===== src/common/sadc_pkg.sv =====
// Register map, field layout and timing constants of the converter control
package sadc_pkg;
	// Register offsets (byte addresses of the on-chip register space)
	localparam logic [7:0] SADC_OFS_CTRL1 = 8'h0e;
	localparam logic [7:0] SADC_OFS_CTRL2 = 8'h0f;
	localparam logic [7:0] SADC_OFS_RESULT = 8'h20;
	localparam logic [7:0] SADC_OFS_STATUS = 8'h21;
	// Reset values
	localparam logic [7:0] SADC_CTRL1_RST = 8'h10;
	localparam logic [7:0] SADC_CTRL2_RST = 8'h00;
	localparam logic [7:0] SADC_RESULT_RST = 8'h00;
	// Control one fields
	localparam int SADC_START_BIT = 7;
	localparam int SADC_AIN_DIS_BIT = 4;
	localparam int SADC_CHAN_MSB = 3;
	// Control two fields
	localparam int SADC_LADDER_BIT = 5;
	localparam int SADC_CTIME_MSB = 3;
	localparam int SADC_CTIME_LSB = 1;
	// Status fields
	localparam int SADC_DONE_BIT = 5;
	localparam int SADC_BUSY_BIT = 4;
	// Channel codes
	localparam logic [3:0] SADC_CHAN_FIRST = 4'h2;
	localparam logic [3:0] SADC_CHAN_LAST = 4'h5;
	// Conversion time codes and lengths in high-frequency clock periods
	localparam logic [2:0] SADC_CTIME_78 = 3'h2;
	localparam logic [2:0] SADC_CTIME_156 = 3'h3;
	localparam logic [2:0] SADC_CTIME_312 = 3'h4;
	localparam int SADC_CONV_CYC_78 = 78;
	localparam int SADC_CONV_CYC_156 = 156;
	localparam int SADC_CONV_CYC_312 = 312;
	localparam int SADC_RES_BITS = 8;
	// Filler returned on undefined or unstable read bits
	localparam logic [7:0] SADC_UNDEF_FILL = 8'h00;
endpackage : sadc_pkg


===== src/design/sadc_sar_seq.sv =====
// Successive-approximation bit sequencer
`timescale 1ns/100ps
module sadc_sar_seq
	import sadc_pkg::*;
#(
	parameter int RES_BITS = SADC_RES_BITS
) (
	// Clock and reset
	input wire logic clk_sys_i,
	input wire logic nrst_i,
	// Control
	input wire logic clear_i,
	input wire logic load_i,
	input wire logic step_i,
	// Comparator
	input wire logic cmp_i,
	// Trial word and result
	output logic [RES_BITS-1:0] trial_o,
	output logic last_o
);
	logic [RES_BITS-1:0] bit_ff;
	logic [RES_BITS-1:0] acc_ff;

	if (RES_BITS < 2) begin : g_bad_res
		$error("sadc_sar_seq: RES_BITS too small");
	end

	assign trial_o = acc_ff | bit_ff;
	assign last_o = bit_ff[0];

	// Trials run from msb to lsb
	always_ff @(posedge clk_sys_i) begin
		if (!nrst_i || clear_i) begin
			bit_ff <= '0;
			acc_ff <= '0;
		end else if (load_i) begin
			bit_ff <= {1'b1, {(RES_BITS-1){1'b0}}};
			acc_ff <= '0;
		end else if (step_i && (bit_ff != '0)) begin
			if (cmp_i) begin
				acc_ff <= acc_ff | bit_ff;
			end
			bit_ff <= bit_ff >> 1;
		end
	end
endmodule : sadc_sar_seq


===== src/design/sadc_ctrl.sv =====
// Control, status and sequencing of the 8-bit SAR converter
//
// The implementer's own choice: the address-and-strobe port.
`timescale 1ns/100ps
module sadc_ctrl
	import sadc_pkg::*;
#(
	parameter int RES_BITS = SADC_RES_BITS,
	parameter int CNT_W = 9
) (
	// Clock and reset
	input wire logic clk_sys_i,
	input wire logic nrst_i,
	// Power mode
	input wire logic stop_mode_i,
	// Register port
	input wire logic [7:0] reg_addr_i,
	input wire logic [7:0] reg_wdata_i,
	input wire logic reg_wr_i,
	input wire logic reg_rd_i,
	output logic [7:0] reg_rdata_o,
	// Analog front end
	input wire logic cmp_i,
	output logic [RES_BITS-1:0] dac_code_o,
	output logic sample_o,
	output logic [3:0] channel_select_o,
	output logic channel_valid_o,
	output logic analog_input_disable_o,
	output logic ladder_on_o,
	// Events
	output logic conv_complete_irq_o
);
	typedef enum logic [2:0] {
		SADC_IDLE = 3'b001,
		SADC_SAMPLE = 3'b010,
		SADC_CONV = 3'b100
	} sadc_state_t;

	localparam logic [CNT_W-1:0] TRIAL_78 =
		CNT_W'(SADC_CONV_CYC_78 / (RES_BITS + 1));
	localparam logic [CNT_W-1:0] TRIAL_156 =
		CNT_W'(SADC_CONV_CYC_156 / (RES_BITS + 1));
	localparam logic [CNT_W-1:0] TRIAL_312 =
		CNT_W'(SADC_CONV_CYC_312 / (RES_BITS + 1));
	// First trial absorbs the remainder so the total time is exact
	localparam logic [CNT_W-1:0] FIRST_78 =
		CNT_W'(SADC_CONV_CYC_78 - RES_BITS * int'(TRIAL_78));
	localparam logic [CNT_W-1:0] FIRST_156 =
		CNT_W'(SADC_CONV_CYC_156 - RES_BITS * int'(TRIAL_156));
	localparam logic [CNT_W-1:0] FIRST_312 =
		CNT_W'(SADC_CONV_CYC_312 - RES_BITS * int'(TRIAL_312));

	// Channel valid value that reset leaves
	localparam logic CHAN_RST_VALID =
		(SADC_CTRL1_RST[SADC_CHAN_MSB:0] >= SADC_CHAN_FIRST) &&
		(SADC_CTRL1_RST[SADC_CHAN_MSB:0] <= SADC_CHAN_LAST);

	// Parameter checks at elaboration
	if (RES_BITS != 8) begin : g_bad_res
		$error("sadc_ctrl: only 8-bit results");
	end
	if ((1 << CNT_W) <= SADC_CONV_CYC_312) begin : g_bad_cnt
		$error("sadc_ctrl: CNT_W too small");
	end
	if (SADC_CONV_CYC_78 / (RES_BITS + 1) < 2) begin : g_bad_trial
		$error("sadc_ctrl: trial too short");
	end

	sadc_state_t state_ff;
	sadc_state_t nxt_state;
	logic [7:0] ctrl1_ff;
	logic [7:0] ctrl2_ff;
	logic [7:0] result_ff;
	logic done_ff;
	logic busy_ff;
	logic irq_ff;
	logic [7:0] rdata_ff;
	logic [CNT_W-1:0] cnt_ff;
	logic [CNT_W-1:0] nxt_cnt;
	logic [CNT_W-1:0] trial_len;
	logic stop_s1_ff;
	logic stop_ff;
	logic wr_ctrl1;
	logic wr_ctrl2;
	logic rd_result;
	logic start_req;
	logic tick;
	logic seq_load;
	logic seq_last;
	logic finish;
	logic [RES_BITS-1:0] trial;
	logic [RES_BITS-1:0] final_word;
	logic [CNT_W-1:0] first_len;
	logic [3:0] wr_chan;
	logic chan_valid_ff;
	logic ladder_ff;
	logic sample_ff;

	// Stop mode indication comes from the clock controller pins
	always_ff @(posedge clk_sys_i) begin
		if (!nrst_i) begin
			stop_s1_ff <= 1'b0;
			stop_ff <= 1'b0;
		end else begin
			stop_s1_ff <= stop_mode_i;
			stop_ff <= stop_s1_ff;
		end
	end

	// Register decode; writes blocked while stopped
	assign wr_ctrl1 = reg_wr_i && !stop_ff && (reg_addr_i == SADC_OFS_CTRL1);
	assign wr_ctrl2 = reg_wr_i && !stop_ff && (reg_addr_i == SADC_OFS_CTRL2);
	assign rd_result = reg_rd_i && (reg_addr_i == SADC_OFS_RESULT);
	assign start_req = wr_ctrl1 && reg_wdata_i[SADC_START_BIT];
	assign wr_chan = reg_wdata_i[SADC_CHAN_MSB:0];

	// Conversion time select
	always_comb begin
		unique case (ctrl2_ff[SADC_CTIME_MSB:SADC_CTIME_LSB])
			SADC_CTIME_78: begin
				trial_len = TRIAL_78;
				first_len = FIRST_78;
			end
			SADC_CTIME_156: begin
				trial_len = TRIAL_156;
				first_len = FIRST_156;
			end
			SADC_CTIME_312: begin
				trial_len = TRIAL_312;
				first_len = FIRST_312;
			end
			default: begin
				trial_len = TRIAL_312;
				first_len = FIRST_312;
			end
		endcase
	end

	assign tick = (cnt_ff == '0);

	// Last trial bit is decided by the comparator at the final edge
	assign final_word = {trial[RES_BITS-1:1], cmp_i};

	// Sequencer state
	always_comb begin
		nxt_state = state_ff;
		nxt_cnt = cnt_ff;
		seq_load = 1'b0;
		finish = 1'b0;
		unique case (state_ff)
			SADC_IDLE: begin
				if (start_req) begin
					nxt_state = SADC_SAMPLE;
					nxt_cnt = trial_len - CNT_W'(1);
				end
			end
			SADC_SAMPLE: begin
				if (tick) begin
					nxt_state = SADC_CONV;
					nxt_cnt = first_len - CNT_W'(1);
					seq_load = 1'b1;
				end else begin
					nxt_cnt = cnt_ff - CNT_W'(1);
				end
			end
			SADC_CONV: begin
				if (tick && seq_last) begin
					nxt_state = SADC_IDLE;
					finish = 1'b1;
				end else if (tick) begin
					nxt_cnt = trial_len - CNT_W'(1);
				end else begin
					nxt_cnt = cnt_ff - CNT_W'(1);
				end
			end
			default: nxt_state = SADC_IDLE;
		endcase
	end

	// Stop aborts and does not restart
	always_ff @(posedge clk_sys_i) begin
		if (!nrst_i || stop_ff) begin
			state_ff <= SADC_IDLE;
			cnt_ff <= '0;
		end else begin
			state_ff <= nxt_state;
			cnt_ff <= nxt_cnt;
		end
	end

	sadc_sar_seq #(
		.RES_BITS(RES_BITS)
	) u_seq (
		.clk_sys_i(clk_sys_i),
		.nrst_i(nrst_i),
		.clear_i(stop_ff),
		.load_i(seq_load),
		.step_i(tick && (state_ff == SADC_CONV)),
		.cmp_i(cmp_i),
		.trial_o(trial),
		.last_o(seq_last)
	);

	// Control one: reset and stop init, start bit not stored
	always_ff @(posedge clk_sys_i) begin
		if (!nrst_i || stop_ff) begin
			ctrl1_ff <= SADC_CTRL1_RST;
		end else if (wr_ctrl1) begin
			ctrl1_ff <= {1'b0, reg_wdata_i[6:0]};
		end
	end

	// Control two
	always_ff @(posedge clk_sys_i) begin
		if (!nrst_i || stop_ff) begin
			ctrl2_ff <= SADC_CTRL2_RST;
		end else if (wr_ctrl2) begin
			ctrl2_ff <= reg_wdata_i;
		end
	end

	// Result store on completion
	always_ff @(posedge clk_sys_i) begin
		if (!nrst_i || stop_ff) begin
			result_ff <= SADC_RESULT_RST;
		end else if (finish) begin
			result_ff <= final_word;
		end
	end

	// Done flag: completion wins over result read
	always_ff @(posedge clk_sys_i) begin
		if (!nrst_i || stop_ff) begin
			done_ff <= 1'b0;
		end else if (finish) begin
			done_ff <= 1'b1;
		end else if (rd_result || start_req) begin
			done_ff <= 1'b0;
		end
	end

	// Busy flag
	always_ff @(posedge clk_sys_i) begin
		if (!nrst_i || stop_ff) begin
			busy_ff <= 1'b0;
		end else if (finish) begin
			busy_ff <= 1'b0;
		end else if (start_req && state_ff == SADC_IDLE) begin
			busy_ff <= 1'b1;
		end
	end

	// Interrupt pulse beside result store
	always_ff @(posedge clk_sys_i) begin
		if (!nrst_i || stop_ff) begin
			irq_ff <= 1'b0;
		end else begin
			irq_ff <= finish;
		end
	end

	// Sample window output from a flop
	always_ff @(posedge clk_sys_i) begin
		if (!nrst_i || stop_ff) begin
			sample_ff <= 1'b0;
		end else begin
			sample_ff <= (nxt_state == SADC_SAMPLE);
		end
	end

	// Ladder during conversion or always
	always_ff @(posedge clk_sys_i) begin
		if (!nrst_i || stop_ff) begin
			ladder_ff <= SADC_CTRL2_RST[SADC_LADDER_BIT];
		end else if (wr_ctrl2) begin
			ladder_ff <= reg_wdata_i[SADC_LADDER_BIT] ||
				(nxt_state != SADC_IDLE);
		end else begin
			ladder_ff <= ctrl2_ff[SADC_LADDER_BIT] ||
				(nxt_state != SADC_IDLE);
		end
	end

	// Only codes 2 to 5 route an input
	always_ff @(posedge clk_sys_i) begin
		if (!nrst_i || stop_ff) begin
			chan_valid_ff <= CHAN_RST_VALID;
		end else if (wr_ctrl1) begin
			chan_valid_ff <= (wr_chan >= SADC_CHAN_FIRST) &&
				(wr_chan <= SADC_CHAN_LAST);
		end
	end

	// Read data, one cycle after the strobe
	always_ff @(posedge clk_sys_i) begin
		if (!nrst_i) begin
			rdata_ff <= 8'h00;
		end else if (reg_rd_i) begin
			unique case (reg_addr_i)
				SADC_OFS_CTRL1: rdata_ff <= ctrl1_ff;
				SADC_OFS_CTRL2: rdata_ff <= {SADC_UNDEF_FILL[7:6],
					ctrl2_ff[5:0]};
				SADC_OFS_RESULT: rdata_ff <= result_ff;
				SADC_OFS_STATUS: rdata_ff <= {SADC_UNDEF_FILL[7:6],
					done_ff, busy_ff, SADC_UNDEF_FILL[3:0]};
				default: rdata_ff <= 8'h00;
			endcase
		end else begin
			rdata_ff <= 8'h00;
		end
	end

	assign reg_rdata_o = rdata_ff;
	assign conv_complete_irq_o = irq_ff;
	assign dac_code_o = trial;
	assign sample_o = sample_ff;
	assign channel_select_o = ctrl1_ff[SADC_CHAN_MSB:0];
	assign channel_valid_o = chan_valid_ff;
	assign analog_input_disable_o = ctrl1_ff[SADC_AIN_DIS_BIT];
	assign ladder_on_o = ladder_ff;
endmodule : sadc_ctrl


===== config.mk =====
export PLATFORM = sky130hd
export DESIGN_NAME = sadc_ctrl
export DESIGN_NICKNAME = d
export VERILOG_FILES = /design/src/common/sadc_pkg.sv /design/src/design/sadc_sar_seq.sv /design/src/design/sadc_ctrl.sv
export SDC_FILE = /design/constraint.sdc
export NUM_CORES = 1
export LEC_CHECK = 0
export ABC_CLOCK_PERIOD_IN_PS = 4760
export BUFFER_PORTS_ARGS = -buffer_cell sky130_fd_sc_hd__buf_2
export CORE_MARGIN = 3
export CORE_UTILIZATION = 50
export CTS_CLUSTER_SIZE = 24
export DETAILED_ROUTE_END_ITERATION = 16
export HOLD_SLACK_MARGIN = 0.12
export PLACE_DENSITY = 0.77
export SYNTH_ARGS = -nofsm -noshare
export SYNTH_HDL_FRONTEND = slang
export SYNTH_SLANG_ARGS = --single-unit

===== constraint.sdc =====
create_clock -name clk_sys_i -period 4.76 [get_ports clk_sys_i]
set_input_delay 0.238 -clock clk_sys_i [delete_from_list [all_inputs] [get_ports clk_sys_i]]
set_output_delay 0.238 -clock clk_sys_i [all_outputs]
set_load 0.005 [all_outputs]

# == Word-level counts from Yosys, hierarchy flattened ==
# Cells that the tools add are included.
# classes
add_sub_neg,3
eq_ne,13
n_mux,21
n_lt_le_gt_ge,2
bitwise,1
reduce_logical,26
# ops
op,n
$mux W9,4
$pmux W8 S4,1
$pmux W9 S3,1
$sub A9 B1 Y9 const B,3
$pmux W6 S2,2
$eq A8 B4 Y1 const B,2
$eq A8 B6 Y1 const B,2
$mux W8,2
$eq A3 B2 Y1 const B,4
$logic_and A1 B1 Y1,10
$logic_not A9 Y1,1
$mux W3,3
$pmux W3 S3,1
$or A8 B8 Y8,1
$reduce_bool A8 Y1,1
$mux W1,7
$ge A4 B2 Y1 const B,1
$le A4 B3 Y1 const B,1
$logic_or A1 B1 Y1,4
$ne A2 B2 Y1 const B,2
$reduce_and A2 Y1,2
$reduce_bool A2 Y1,2
$reduce_or A2 Y1,2
$eq A3 B1 Y1 const B,1
5 further kinds,6
# word_totals
register_bits,65
inputBits,22

# == Logic depth before layout (Yosys ltp) ==
# depth
ltp_word,9
depth_mapped,8
ltp_nobuf,7

# == Hierarchy ==
# Synthesis repeated with hierarchy kept, for this count alone.
# unflattened
cells_unflattened,310
area_unflattened_um2,2915.3
# by_module_without_submodules
mod,seq_area_each_um2,n_inst,cells_per_inst,area_per_inst_um2
sadc_ctrl,980.9,1,247,2296.0
sadc_sar_seq,320.3,1,63,619.3

# == Worst setup path after synthesis ==
# OpenSTA, ideal clock, no wires.
# synth_path
path_kind,register -> register
start,reg cnt_ff[0]
end,reg cnt_ff[5]
setup_slack_ns,2.875
path_stages_with_launch,9
synth_period_minus_slack_ns,1.885
setup_ns,0.070
required_time_ns,4.690
arrival_time_ns,1.814
n_path_buf,1
cell_sequence,dfxtp_1 > inv_1 > ha_1 > nor4b_1 > a221oi_1 > clkbuf_1 > a21boi_0 > o21ai_1 > a21oi_1
# synth_between
elab_chain_len,4
word_cells_on_any_way,9
# synth_rtl
item,line_no,text
start: declaration,sadc_ctrl.sv:78,logic [CNT_W-1:0] cnt_ff;
start signal: assignment,sadc_ctrl.sv:187,cnt_ff <= nxt_cnt;
$sub A9 B1 Y9 / $logic_not A9 Y1 (equally long branches),"sadc_ctrl.sv:163, sadc_ctrl.sv:173, sadc_ctrl.sv:139",
$mux W9 / $logic_and A1 B1 Y1 (equally long branches),"sadc_ctrl.sv:170, sadc_ctrl.sv:167",
$mux W9 / $ne A2 B2 Y1 (equally long branches),--,
$pmux W9 S3 / $reduce_and A3 Y1 (equally long branches),--,
# Several ways; a longest one is shown, not always the timed one. The select of a mux whose other input is x is not followed.
# A chain may end at the register's enable or synchronous reset.

# == Worst setup path after layout ==
# layout_path
start,reg cnt_ff[0]
end,reg cnt_ff[3]
# The elaborated chain is that of the path after synthesis.

==> qor.csv <==
metric;value;unit
worst r2r src;cnt_ff[0]$_SDFFE_PP0P_;
worst hold endpoint;ctrl1_ff[4]$_SDFFE_PP1N_;
Hold Path Class;primary input to flip-flop;
HPWL Detailed;4640;um
Initial Utilization;0.522;
# DRC;0;
synth warn;0;
root buf cell;clkbuf_8;
commonest cells after routing, fill and taps aside;65 x dfxtp_1, 46 x buf_2, 35 x nand2_1;
Startpoint Class;flip-flop;
hold wc startpoint;reg_wdata_i[4];
commonest non-fill, non-tap cell in the layout;dfxtp_1;
port bufs;46;
Pleak;1.40;nW
die height;82.0;um
Final Wtd Congestion;0.924;
met1 GRT Util;0.263;
DRT iter0 DRCs;142;
final setup fails;0;
r2r endpoint;cnt_ff[3]$_SDFFE_PP0P_;
first-pass GRT wire length;10500;um
Max Freq;0.395;GHz
die area;6730;um2
initial antenna violation count;0;
Synth Cell Area;2890;um2
flops & latches, synth;65;
register area share after synthesis;0.450;
Pwr per Cell Area;355;nW/um2
Clock Sinks;65;
DIE WIDTH;82.0;um
Post-DRT Antenna Nets;0;
worst endpoint data arrival time;2.82;ns
peak-usage layer in the global routing report;met2;
Ant. Diodes;0;
asr flop ratio synth;0;
Hold Fails Final Rpt;0;
worst-path maximum fanout;11;
Syn Nets;351;
Worst-Skew Late Latency;0.35;ns
GR met2 Demand/Resource;0.321;
Final Skew;0.0108;ns
crit share post-route;0.531;
num ports;47;
r2r setup slk;2.23;ns
Post-Route Setup TNS;0;ns
max_cap viols;0;
final wirelength;6580;um
max_slew headroom;0.157;
gr usage total;0.206;
largest net degree at the start of global routing;36;
max-slew violations;0;
Hold Path Stages;3;
cells on worst reg2reg path;7;
TritonCTS clock tree;built;
share of cells above drive strength 1;0.241;
WP data required;5.05;ns
number of vias per cell;5.51;
H-tree levels;3;
vias post-DR;2456;
post-CTS resize count;0;
Unique masters post-synth;58;
Post-synth EDFFs;0;
vias in the first global route;2257;
area delta synth->final;17.9;%
peak supply drop;0.174;mV
critical path class;flip-flop to flip-flop;
Tightest Pin Transition;1.26;ns
Tot Pwr;1.21;mW
Core Region;5540;um2
CTS buffer count;9;
status;finished, final reports clean;
endpoint class of the critical path;flip-flop;
FP Rows;27;
grt met3 use;0.0603;
syn avg cell area;8.84;um2
first-pass iteration count of the detailed router;4;
nets;393;
total grt overflow;0;
RSZ-0062 raised after global routing;false;
Top FF cell, synth;dfxtp_1;
clock tree buffer depth;2;
wire per inst;14.8;um
clock transition at the registers of the reported paths;0.08;ns
Cells after Synth;327;
min Tclk post-route;2.53;ns
==> cell usage after synthesis (all sizes together), types with 2 or more instances <==
cell | count | area [um2]
nor2 | 35 | 146
a211oi | 3 | 32.5
buf | 8 | 56.3
nand2 | 36 | 138
and2 | 4 | 25.0
a22oi | 6 | 45.0
clkbuf | 10 | 38.8
inv | 5 | 18.8
nand2b | 3 | 18.8
nor2b | 4 | 25.0
a31oi | 5 | 31.3
o21ai | 10 | 57.6
o22ai | 2 | 12.5
and3 | 3 | 18.8
nor4 | 6 | 52.6
dfxtp | 65 | 1300
a21oi | 34 | 174
nor3b | 3 | 22.5
or2 | 11 | 68.8
nand3 | 16 | 80.1
a311oi | 2 | 17.5
mux2i | 19 | 190
o22a | 3 | 26.3
nor3 | 9 | 50.1
or3 | 2 | 17.5
nor4b | 3 | 32.5
ha | 2 | 25.0
==> layout make-up <==
| class | instances | area, um2 |
|---|---|---|
| fillers | 477 | 2130 |
| multi-input cells | 239 | 1480 |
| flip-flops and latches | 65 | 1300 |
| repair buffers | 49 | 258 |
| clock inverters | 7 | 141 |
| clock buffers | 9 | 124 |
| well taps | 72 | 90.1 |
| inverters | 5 | 18.8 |
==> worst max-delay path, cell delays in order (launching register included) <==
cell and delay (ns):
dfxtp_1 0.42, inv_1 0.09, ha_1 0.20, nor4b_1 0.17, a221oi_1 1.07, o31a_2 0.31, o21ai_1 0.06, a21oi_1 0.15
==> metrics by stage <==
step | util | std cells | setup slack [ns] | hold slack [ns] | cell area [um2]
detailed placement | 0.564 | 428 | 2.23 | 0.444 | 3120
floorplan | - | 327 | 2.88 | 0.360 | 2890
global route | 0.615 | 446 | 1.98 | 0.143 | 3410
global placement | 0.564 | 428 | 2.35 | 0.416 | 3120
finish | 0.615 | 446 | 2.23 | 0.134 | 3410
CTS | 0.615 | 446 | 2.23 | 0.129 | 3410
==> kinds of logic after synthesis <==
family	after synthesis	synth area share
simple gates	143	0.267
compound gates	73	0.163
buf+inv	23	0.0394
mux	19	0.0658
xor+xnor	2	0.00606
fa+ha+maj	2	0.00866
flops	65	0.450
==> worst max path at each step <==
| stage | start | endpoint | slack, ns | cells after the start |
|---|---|---|---|---|
| after global routing | cnt_ff[0]$_SDFFE_PP0P_ | cnt_ff[5]$_SDFFE_PP0P_ | 1.98 | 7 |
| after floorplan | cnt_ff[0]$_SDFFE_PP0P_ | cnt_ff[5]$_SDFFE_PP0P_ | 2.88 | 8 |
| final | cnt_ff[0]$_SDFFE_PP0P_ | cnt_ff[3]$_SDFFE_PP0P_ | 2.23 | 7 |
| after global placement | cnt_ff[0]$_SDFFE_PP0P_ | cnt_ff[3]$_SDFFE_PP0P_ | 2.35 | 7 |
| after CTS | cnt_ff[0]$_SDFFE_PP0P_ | cnt_ff[3]$_SDFFE_PP0P_ | 2.23 | 7 |
| after detailed placement | cnt_ff[0]$_SDFFE_PP0P_ | cnt_ff[3]$_SDFFE_PP0P_ | 2.23 | 7 |
==> state kept, by name, indices dropped and copies added, names as in the netlist <==
| name | cells |
|---|---|
| result_ff | 8 |
| reg_rdata_o | 8 |
| u_seq.acc_ff | 8 |
| channel_valid_o | 1 |
| state_ff | 3 |
| sample_o | 1 |
| ladder_on_o | 1 |
| busy_ff | 1 |
| u_seq.bit_ff | 8 |
| done_ff | 1 |
| stop_s1_ff | 1 |
| ctrl2_ff | 6 |
| conv_complete_irq_o | 1 |
| stop_ff | 1 |
| ctrl1_ff | 7 |
| cnt_ff | 9 |
==> what timing repair did <==
action | 4_1_cts | 5_1_grt
hold buffers | 2 | 0
setup buffers | 0 | 0
hold endpoints to repair | 2 | 0
==> power by group <==
part	switching, mW	leakage (nW)	internal (mW)
sequential	0.000557	0.524	0.544
combinational	0.0235	0.745	0.0132
clock	0.227	0.130	0.402
total	0.251	1.40	0.959
==> per-layer routing <==
| layer | up-vias | wire [um] |
|---|---|---|
| li1 | 1250 | - |
| met1 | 1116 | 3100 |
| met2 | 79 | 2970 |
| met3 | 11 | 413 |
| met4 | 0 | 100 |
| met5 | - | 0 |
(Power assumes the default switching activity.)
